[src/rtl/fsl_regs.svh]
// register offsets, field positions, reset values and opcodes of the fp load unit
`ifndef FSL_REGS_SVH
`define FSL_REGS_SVH

`define FSL_ADDR_W        8
`define FSL_OFF_CTRL      8'h00
`define FSL_OFF_STATUS    8'h04
`define FSL_OFF_MASK      8'h08
`define FSL_OFF_RESULT    8'h0C
`define FSL_OFF_CC        8'h10
`define FSL_OFF_COUNT     8'h14

`define FSL_CTRL_EN_BIT   0
`define FSL_CTRL_EN_RST   1'b1
`define FSL_EVT_W         4
`define FSL_STATUS_RST    4'h0
`define FSL_MASK_RST      4'h0

`define FSL_OP_RAW_MEM    8'h4E
`define FSL_OP_RAW_REG    8'h1E
`define FSL_OP_NORM_MEM   8'h68
`define FSL_OP_NORM_REG   8'h28
`define FSL_OP_NORM_GPR   8'hA5
`define FSL_OP_POS_REG    8'h13
`define FSL_OP_NEG_REG    8'h17

`define FSL_CC_ZERO       4'h0
`define FSL_CC_NEG        4'h1
`define FSL_CC_POS        4'h2
`define FSL_CC_UFLOW      4'h4

`endif

[src/rtl/fsl_pkg.sv]
// types shared by the fp single load unit
package fsl_pkg;

   typedef enum logic [0:0] {
      ST_IDLE,
      ST_FETCH
   } fsl_state_t;

   typedef struct packed {
      logic [7:0]  opcode;       // instruction opcode
      logic [3:0]  dest;         // dest_reg_field
      logic [3:0]  src;          // src_reg_field
      logic [31:0] mem_data;     // fetched fullword for indexed storage forms
      logic        float_mask;   // float_mask_bit, status word bit 13
      logic        uflow_trap;   // status word bit 19
   } fsl_req_t;

   typedef struct packed {
      logic c;
      logic v;
      logic g;
      logic l;
   } fsl_cc_t;

   typedef struct packed {
      logic illegal;
      logic fault;
      logic uflow;
      logic done;
   } fsl_evt_t;

   typedef struct packed {
      fsl_state_t  st;
      fsl_req_t    req;
      logic        ready;
      logic [3:0]  fpr_rd_addr;
      logic [3:0]  gpr_rd_addr;
      logic        fpr_wr_en;
      logic [3:0]  fpr_wr_addr;
      logic [31:0] fpr_wr_data;
      logic        cc_wr_en;
      fsl_cc_t     cc;
      logic        fault;
      logic        illegal;
      logic        done;
      logic        enable;
      fsl_evt_t    status;
      fsl_evt_t    mask;
      logic [31:0] last_result;
      logic [31:0] op_count;
      logic        irq;
      logic [31:0] prdata;
      logic        pready;
      logic        pslverr;
   } fsl_ctx_t;

endpackage : fsl_pkg

[src/rtl/fsl_load_unit.sv]
// datapath of the single precision floating point load group with apb status registers
// Functional notes
// - opcode 4E in the storage forms and 1E as its register form are the raw load.
// - the raw load copies the 32-bit operand unchanged into the destination register.
// - opcode 68 is the normalizing load from memory, 28 from an fp register, A5 from a gpr.
// - normalizing loads normalize the source when needed and write it to the destination.
// - a zero fraction in normalizing, positive or negated loads yields an all-zero word.
// - underflow with status bit 19 set raises an arithmetic fault and writes only the condition code.
// - underflow with status bit 19 clear raises no fault and writes zero.
// - opcode 13 is the load positive register form, source chosen by src_reg_field.
// - load positive clears the sign, normalizes when needed and writes the destination.
// - opcode 17 is the load negated register form, which inverts the source sign.
// - after the sign inversion the value is normalized when needed before the write.
// - condition code is 0000 zero, 0001 negative, 0010 positive, 0100 on underflow.
// - every instruction is illegal while float_mask_bit, status bit 13, is set.
`timescale 1ns/1ps
`include "fsl_regs.svh"
module fsl_load_unit (
   input  wire logic                     pclk,         // processor clock, 100 MHz
   input  wire logic                     presetn,      // async reset, active low
   input  wire logic                     psel,         // apb select
   input  wire logic                     penable,      // apb access phase
   input  wire logic                     pwrite,       // apb write
   input  wire logic [`FSL_ADDR_W-1:0]   paddr,        // apb byte address
   input  wire logic [31:0]              pwdata,       // apb write data
   output logic      [31:0]              prdata,       // apb read data
   output logic                          pready,       // apb ready
   output logic                          pslverr,      // apb error, unmapped address
   input  wire logic                     req_valid,    // decoder offers an instruction
   input  wire fsl_pkg::fsl_req_t        req,          // instruction bundle
   output logic                          req_ready,    // unit takes the instruction
   output logic      [3:0]               fpr_rd_addr,  // fpr file read index
   input  wire logic [31:0]              fpr_rd_data,  // fpr file read data
   output logic      [3:0]               gpr_rd_addr,  // gpr file read index
   input  wire logic [31:0]              gpr_rd_data,  // gpr file read data
   output logic                          fpr_wr_en,    // fpr file write strobe
   output logic      [3:0]               fpr_wr_addr,  // fpr file write index
   output logic      [31:0]              fpr_wr_data,  // fpr file write data
   output logic                          cc_wr_en,     // condition code write strobe
   output fsl_pkg::fsl_cc_t              cc_value,     // condition code value
   output logic                          arith_fault,  // arithmetic fault interrupt
   output logic                          illegal_op,   // illegal instruction
   output logic                          done,         // instruction retired
   output logic                          irq           // unmasked status pending
);
   fsl_pkg::fsl_ctx_t r;
   fsl_pkg::fsl_ctx_t next_r;
   fsl_pkg::fsl_evt_t evt_set;
   fsl_pkg::fsl_evt_t evt_clr;
   logic [31:0]       src_val;
   logic [31:0]       norm_result;
   logic              norm_uflow;
   logic              norm_zero;
   logic              take;
   logic              op_known;
   logic              op_raw;
   logic              apb_ans;
   logic              apb_wr;
   logic              rd_hit;
   logic [31:0]       rd_word;

   function automatic fsl_pkg::fsl_cc_t cc_of(input logic [31:0] v);
      if (v == 32'h00000000) begin
         cc_of = fsl_pkg::fsl_cc_t'(`FSL_CC_ZERO);
      end else if (v[31]) begin
         cc_of = fsl_pkg::fsl_cc_t'(`FSL_CC_NEG);
      end else begin
         cc_of = fsl_pkg::fsl_cc_t'(`FSL_CC_POS);
      end
   endfunction : cc_of

   assign take = req_valid & r.ready;

   always_comb begin
      case (req.opcode)
         `FSL_OP_RAW_MEM, `FSL_OP_RAW_REG:                   op_known = 1'b1;
         `FSL_OP_NORM_MEM, `FSL_OP_NORM_REG, `FSL_OP_NORM_GPR: op_known = 1'b1;
         `FSL_OP_POS_REG:                                    op_known = 1'b1;
         `FSL_OP_NEG_REG:                                    op_known = 1'b1;
         default:                                            op_known = 1'b0;
      endcase
   end

   assign op_raw = (r.req.opcode == `FSL_OP_RAW_MEM) || (r.req.opcode == `FSL_OP_RAW_REG);

   always_comb begin
      case (r.req.opcode)
         `FSL_OP_RAW_MEM, `FSL_OP_NORM_MEM: src_val = r.req.mem_data;
         `FSL_OP_NORM_GPR:                  src_val = gpr_rd_data;
         `FSL_OP_POS_REG:                   src_val = {1'b0, fpr_rd_data[30:0]};
         `FSL_OP_NEG_REG:                   src_val = fpr_rd_data ^ 32'h80000000;
         default:                           src_val = fpr_rd_data;
      endcase
   end

   fsl_norm u_norm (
      .value_in  (src_val),
      .result    (norm_result),
      .underflow (norm_uflow),
      .frac_zero (norm_zero)
   );

   always_comb begin
      case (paddr)
         `FSL_OFF_CTRL:   rd_word = {31'h00000000, r.enable};
         `FSL_OFF_STATUS: rd_word = {28'h0000000, r.status};
         `FSL_OFF_MASK:   rd_word = {28'h0000000, r.mask};
         `FSL_OFF_RESULT: rd_word = r.last_result;
         `FSL_OFF_CC:     rd_word = {28'h0000000, r.cc};
         `FSL_OFF_COUNT:  rd_word = r.op_count;
         default:         rd_word = 32'h00000000;
      endcase
      case (paddr)
         `FSL_OFF_CTRL, `FSL_OFF_STATUS, `FSL_OFF_MASK,
         `FSL_OFF_RESULT, `FSL_OFF_CC, `FSL_OFF_COUNT: rd_hit = 1'b1;
         default:                                      rd_hit = 1'b0;
      endcase
   end

   // first access cycle computes the answer, the write lands on the edge that sees pready
   assign apb_ans = psel & penable & ~r.pready;
   assign apb_wr  = psel & penable & r.pready & pwrite;

   always_comb begin
      next_r           = r;
      next_r.fpr_wr_en = 1'b0;
      next_r.cc_wr_en  = 1'b0;
      next_r.fault     = 1'b0;
      next_r.illegal   = 1'b0;
      next_r.done      = 1'b0;
      evt_set          = '0;
      evt_clr          = '0;
      case (r.st)
         fsl_pkg::ST_IDLE: begin
            if (take) begin
               next_r.req = req;
               if (req.float_mask || !op_known) begin
                  next_r.illegal  = 1'b1;
                  evt_set.illegal = 1'b1;
               end else begin
                  next_r.st          = fsl_pkg::ST_FETCH;
                  next_r.fpr_rd_addr = req.src;
                  next_r.gpr_rd_addr = req.src;
               end
            end
         end
         fsl_pkg::ST_FETCH: begin
            next_r.st          = fsl_pkg::ST_IDLE;
            next_r.done        = 1'b1;
            evt_set.done       = 1'b1;
            next_r.cc_wr_en    = 1'b1;
            next_r.fpr_wr_addr = r.req.dest;
            if (op_raw) begin
               next_r.fpr_wr_en   = 1'b1;
               next_r.fpr_wr_data = src_val;
               next_r.cc          = cc_of(src_val);
            end else if (norm_zero) begin
               next_r.fpr_wr_en   = 1'b1;
               next_r.fpr_wr_data = 32'h00000000;
               next_r.cc          = fsl_pkg::fsl_cc_t'(`FSL_CC_ZERO);
            end else if (norm_uflow) begin
               next_r.cc     = fsl_pkg::fsl_cc_t'(`FSL_CC_UFLOW);
               evt_set.uflow = 1'b1;
               if (r.req.uflow_trap) begin
                  next_r.fault  = 1'b1;
                  evt_set.fault = 1'b1;
               end else begin
                  next_r.fpr_wr_en   = 1'b1;
                  next_r.fpr_wr_data = 32'h00000000;
               end
            end else begin
               // positive and negated forms reach here with the sign already fixed
               next_r.fpr_wr_en   = 1'b1;
               next_r.fpr_wr_data = norm_result;
               next_r.cc          = cc_of(norm_result);
            end
         end
         default: begin
            next_r.st = fsl_pkg::ST_IDLE;
         end
      endcase
      if (next_r.fpr_wr_en) begin
         next_r.last_result = next_r.fpr_wr_data;
      end
      if (next_r.done) begin
         next_r.op_count = r.op_count + 32'h00000001;
      end
      next_r.pready  = apb_ans;
      next_r.pslverr = apb_ans & ~rd_hit;
      next_r.prdata  = (apb_ans && !pwrite) ? rd_word : 32'h00000000;
      if (apb_wr) begin
         case (paddr)
            `FSL_OFF_CTRL:   next_r.enable = pwdata[`FSL_CTRL_EN_BIT];
            `FSL_OFF_STATUS: evt_clr       = fsl_pkg::fsl_evt_t'(pwdata[`FSL_EVT_W-1:0]);
            `FSL_OFF_MASK:   next_r.mask   = fsl_pkg::fsl_evt_t'(pwdata[`FSL_EVT_W-1:0]);
            default: begin
            end
         endcase
      end
      // set beats a same-cycle write-one-to-clear so no event is lost
      next_r.status = (r.status & ~evt_clr) | evt_set;
      next_r.irq    = |(next_r.status & next_r.mask);
      // disabling only stops new instructions, one in flight still retires
      next_r.ready  = next_r.enable && (next_r.st == fsl_pkg::ST_IDLE);
   end

   always_ff @(posedge pclk or negedge presetn) begin
      if (!presetn) begin
         r        <= '0;
         r.st     <= fsl_pkg::ST_IDLE;
         r.enable <= `FSL_CTRL_EN_RST;
         r.ready  <= `FSL_CTRL_EN_RST;
         r.status <= `FSL_STATUS_RST;
         r.mask   <= `FSL_MASK_RST;
      end else begin
         r <= next_r;
      end
   end

   assign prdata      = r.prdata;
   assign pready      = r.pready;
   assign pslverr     = r.pslverr;
   assign req_ready   = r.ready;
   assign fpr_rd_addr = r.fpr_rd_addr;
   assign gpr_rd_addr = r.gpr_rd_addr;
   assign fpr_wr_en   = r.fpr_wr_en;
   assign fpr_wr_addr = r.fpr_wr_addr;
   assign fpr_wr_data = r.fpr_wr_data;
   assign cc_wr_en    = r.cc_wr_en;
   assign cc_value    = r.cc;
   assign arith_fault = r.fault;
   assign illegal_op  = r.illegal;
   assign done        = r.done;
   assign irq         = r.irq;

   logic legal_take;
   assign legal_take = take & ~req.float_mask & op_known;
endmodule : fsl_load_unit

[src/rtl/fsl_norm.sv]
// hex normalizer for excess-64 single precision values
`timescale 1ns/1ps
module fsl_norm (
   input  wire logic [31:0] value_in,   // sign, 7-bit exponent, 24-bit fraction
   output logic      [31:0] result,     // normalized value, all zero on zero fraction
   output logic             underflow,  // exponent would go below zero
   output logic             frac_zero   // fraction of the input is zero
);
   logic [2:0]  lz;
   logic        found;
   logic [23:0] frac_sh;
   logic [7:0]  exp_new;

   always_comb begin
      lz    = 3'h0;
      found = 1'b0;
      for (int i = 5; i >= 0; i--) begin
         if (!found) begin
            if (value_in[i*4 +: 4] != 4'h0) begin
               found = 1'b1;
            end else begin
               lz = lz + 3'h1;
            end
         end
      end
      frac_zero = (value_in[23:0] == 24'h000000);
      frac_sh   = value_in[23:0] << {lz, 2'b00};
      exp_new   = {1'b0, value_in[30:24]} - {5'h00, lz};
      underflow = !frac_zero && ({4'h0, lz} > value_in[30:24]);
      // zero fraction forces sign and exponent to zero as well
      if (frac_zero) begin
         result = 32'h00000000;
      end else begin
         result = {value_in[31], exp_new[6:0], frac_sh};
      end
   end
endmodule : fsl_norm

[config.mk]
export PLATFORM = sky130hd
export DESIGN_NAME = fsl_load_unit
export DESIGN_NICKNAME = d
export VERILOG_FILES = /design/src/rtl/fsl_pkg.sv /design/src/rtl/fsl_load_unit.sv /design/src/rtl/fsl_norm.sv
export VERILOG_INCLUDE_DIRS = /design/src /design/src/rtl
export SDC_FILE = /design/constraint.sdc
export NUM_CORES = 1
export LEC_CHECK = 0
export BUFFER_PORTS_ARGS = -buffer_cell sky130_fd_sc_hd__clkbuf_2
export CAP_MARGIN = 20
export CORE_MARGIN = 2
export CORE_UTILIZATION = 50
export DETAILED_ROUTE_END_ITERATION = 10
export PLACE_DENSITY = 0.84
export SLEW_MARGIN = 10
export SYNTH_ARGS = -nofsm -noshare
export SYNTH_HDL_FRONTEND = slang
export SYNTH_SLANG_ARGS = --single-unit
[constraint.sdc]
create_clock -name pclk -period 6.4 [get_ports pclk]
set_input_delay 0.64 -clock pclk [delete_from_list [all_inputs] [get_ports pclk]]
set_output_delay 0.64 -clock pclk [all_outputs]
set_load 0.1 [all_outputs]
==> impl_metrics.json <==
{
  "grtUsageTotal": 0.254,
  "nets": 1387,
  "internal_power_w": 0.00212,
  "grt_pass1_wl_um": 45600,
  "overflow": 0,
  "ant_nets": 0,
  "place_area_um2": 11700,
  "dpl.hpwl_um": 21600,
  "power_density_nw_per_um2": 219,
  "routedWlPerCell_um": 19.4,
  "clk_transition_reported_paths_ps": 60,
  "tritoncts": "yes",
  "fp-row-count": 54,
  "syn_inst": 1082,
  "end_kind": "register",
  "reg2regPathDepth": 27,
  "fp.dieW_um": 152,
  "io_pins": 249,
  "cts.sinks": 202,
  "crit_fanout": 12,
  "vias_per_cell": 5.96,
  "grt_max_degree": 126,
  "maxSlewViolCount": 0,
  "die_area_um2": 23000,
  "syn_area_per_cell_um2": 10.1,
  "min_period_over_period": 0.967,
  "synth_common_cells": "dfrtp_1, nand2_1, buf_4",
  "maxCapViolCount": 0,
  "finalHoldViolCount": 0,
  "gp_congestion": 0.948,
  "htree_levels": 1,
  "p_sw_w": 0.000646,
  "hp-class": "in -> async",
  "setup_viol": 0,
  "synthArstFlopShare": 1.00,
  "peakVddDrop_uv": 178,
  "die_y_um": 152,
  "ys_types": 88,
  "clockPowerShare": 0.460,
  "layout_min_cycle_time_ps": 6190,
  "crit_arrival_ps": 6610,
  "syn2layout_area_growth_pct": 15.5,
  "synth.largest_area_cell": "dfrtp_1",
  "synthFlopType": "dfrtp_1",
  "initial_utilization": 0.504,
  "required_ps": 6820,
  "max_freq_mhz": 162,
  "finalSetupTns_ps": 0,
  "final_layout_size_suffix_gt1_frac": 0.324,
  "syn_area_um2": 10900,
  "whs_ps": 254,
  "cts-root-buf": "clkbuf_16",
  "ys_seq_elements": 202,
  "seqPwrFrac": 0.469,
  "netlist_top_cells_area": "dfrtp_1, mux2_2, buf_4",
  "clk_latency_ps": 520,
  "cts-buffers-inserted": 22,
  "core_um2": 21600,
  "synth.most_common_cell": "dfrtp_1",
  "grt_pass1_vias": 8599,
  "drc": 0,
  "dr.pass1.iters": 6,
  "antenna_found_initial": 0,
  "post-route-util": 0.582,
  "clockBufferDepth": 3,
  "fin_area_um2": 12600,
  "worst_pin_slew_ps": 1020,
  "slew-limit-headroom": 0.318,
  "pre_cts_ws_ps": -36.2,
  "leakage_nw": 6.32,
  "via_count": 9027,
  "fin_worst_skew_ps": 18.9,
  "setup.worst_path.start_class": "register",
  "seq_area_frac_synth": 0.464,
  "synth_top_cell_area_share": 0.459,
  "yosysWarnings": 0,
  "critPathKind": "reg -> reg",
  "antenna_cells": 0,
  "syn_nets": 1250,
  "wirelength_um": 29500,
  "pwr-share-comb": 0.071,
  "drt_iter0_drc": 575,
  "worst_slack_ps": 208,
  "port_buffers": 219,
  "status": "complete, no violations",
  "switching_share": 0.234,
  "synth_edf_count": 0
}
## registers in the layout, summed over array words and instances (netlist names), 3 cells and up
| signal | flops |
|---|---|
| r | 119 |
| gpr_rd_addr | 4 |
| cc_value | 3 |
| fpr_wr_addr | 4 |
| fpr_wr_data | 32 |
| prdata | 32 |
## path summary, 6_finish.rpt
path	to	from	slack (ps)
worst min register to register	r[88]	r[88]	480
min in group pclk	gpr_rd_addr[3]	req[37]	330
worst max-delay path	r[67]	r[207]	210
worst min-delay path	r[35]	presetn	250
worst max register to register	r[67]	r[207]	210
max in group asynchronous	r[205]	presetn	4920
## what timing repair did
action,4_1_cts,5_1_grt
pin swaps,0,4
buffers inserted,0,4
hold buffers,0,0
resized for setup,1,23
endpoints found under the setup margin,8,66
## cell usage in the layout (no fill, tap or decap), types with 9 or more instances in the layout
cell type	Yosys	final
o21ai_0	35	32
a21oi_1	37	37
inv_1	21	21
nand2_1	148	148
a21oi_2	9	9
nor2_1	61	60
nor4_1	14	14
nand3_1	20	19
mux2i_1	14	14
o21ai_1	14	16
nor3_1	11	11
clkbuf_2	1	218
a21o_1	14	14
clkbuf_16	0	22
buf_4	84	31
xnor2_1	28	28
and3_1	21	21
a22o_1	28	28
dfrtp_1	200	199
a22oi_1	33	33
nand4_1	14	14
mux2_2	57	57
## power groups by stage
stage	clock (W)	sequential [W]	combinational [W]
after global placement	0	0.00132	0.000187
after detailed placement	0	0.00132	0.000190
after global routing	0.00134	0.00129	0.000216
after floorplan	0	0.00132	0.0000881
final	0.00127	0.00129	0.000197
after CTS	0.00129	0.00129	0.000191
## area by class of cell
cell class | count | area, µm²
Multi-Input combinational cell | 716 | 4950
Tap cell | 280 | 350
Clock inverter | 11 | 124
Sequential cell | 202 | 5060
Fill cell | 1813 | 9040
Timing Repair Buffer | 253 | 1400
Clock buffer | 29 | 607
Inverter | 24 | 92.6
## routing by layer
layer  GRT usage  wire (µm)  up-vias
met1       0.346      12300     4429
met2       0.413      13900      431
met4      0.0782        812        0
met5           0          0        -
met3      0.0482       2470       63
li1            -          -     4104
## cell families after synthesis
family | share of synthesized area
simple gates | 0.158
compound gates | 0.172
flops | 0.464
buf+inv | 0.0915
mux | 0.0759
xor+xnor | 0.0289
fa+ha+maj | 0.00988
other cells | 0.000344
## critical path, stage by stage, from the launching register on
cell	delay, ps
dfrtp_1	420
or3b_1	490
nor3_4	380
buf_4	190
buf_4	180
a22o_1	250
nor4_4	70
nand2_1	150
inv_1	60
ha_1	310
nor2_2	150
nor2_1	60
ha_1	300
a211oi_1	250
a211oi_2	100
ha_2	220
and4_1	180
o21ai_1	150
xnor2_1	140
nand2_1	110
ha_1	340
a21o_1	170
and4b_1	270
nand2b_2	270
or3_4	420
nor2_1	160
o21ai_2	140
o21ai_0	200
## per-stage QoR
stage / total power (W) / instances
3_3_place_gp: 0.00150 / 1468
5_1_grt: 0.00285 / 1515
6_report: 0.00276 / 1515
3_5_place_dp: 0.00151 / 1468
2_1_floorplan: 0.00141 / 1082
4_1_cts: 0.00277 / 1508
(Power assumes the default switching activity.)
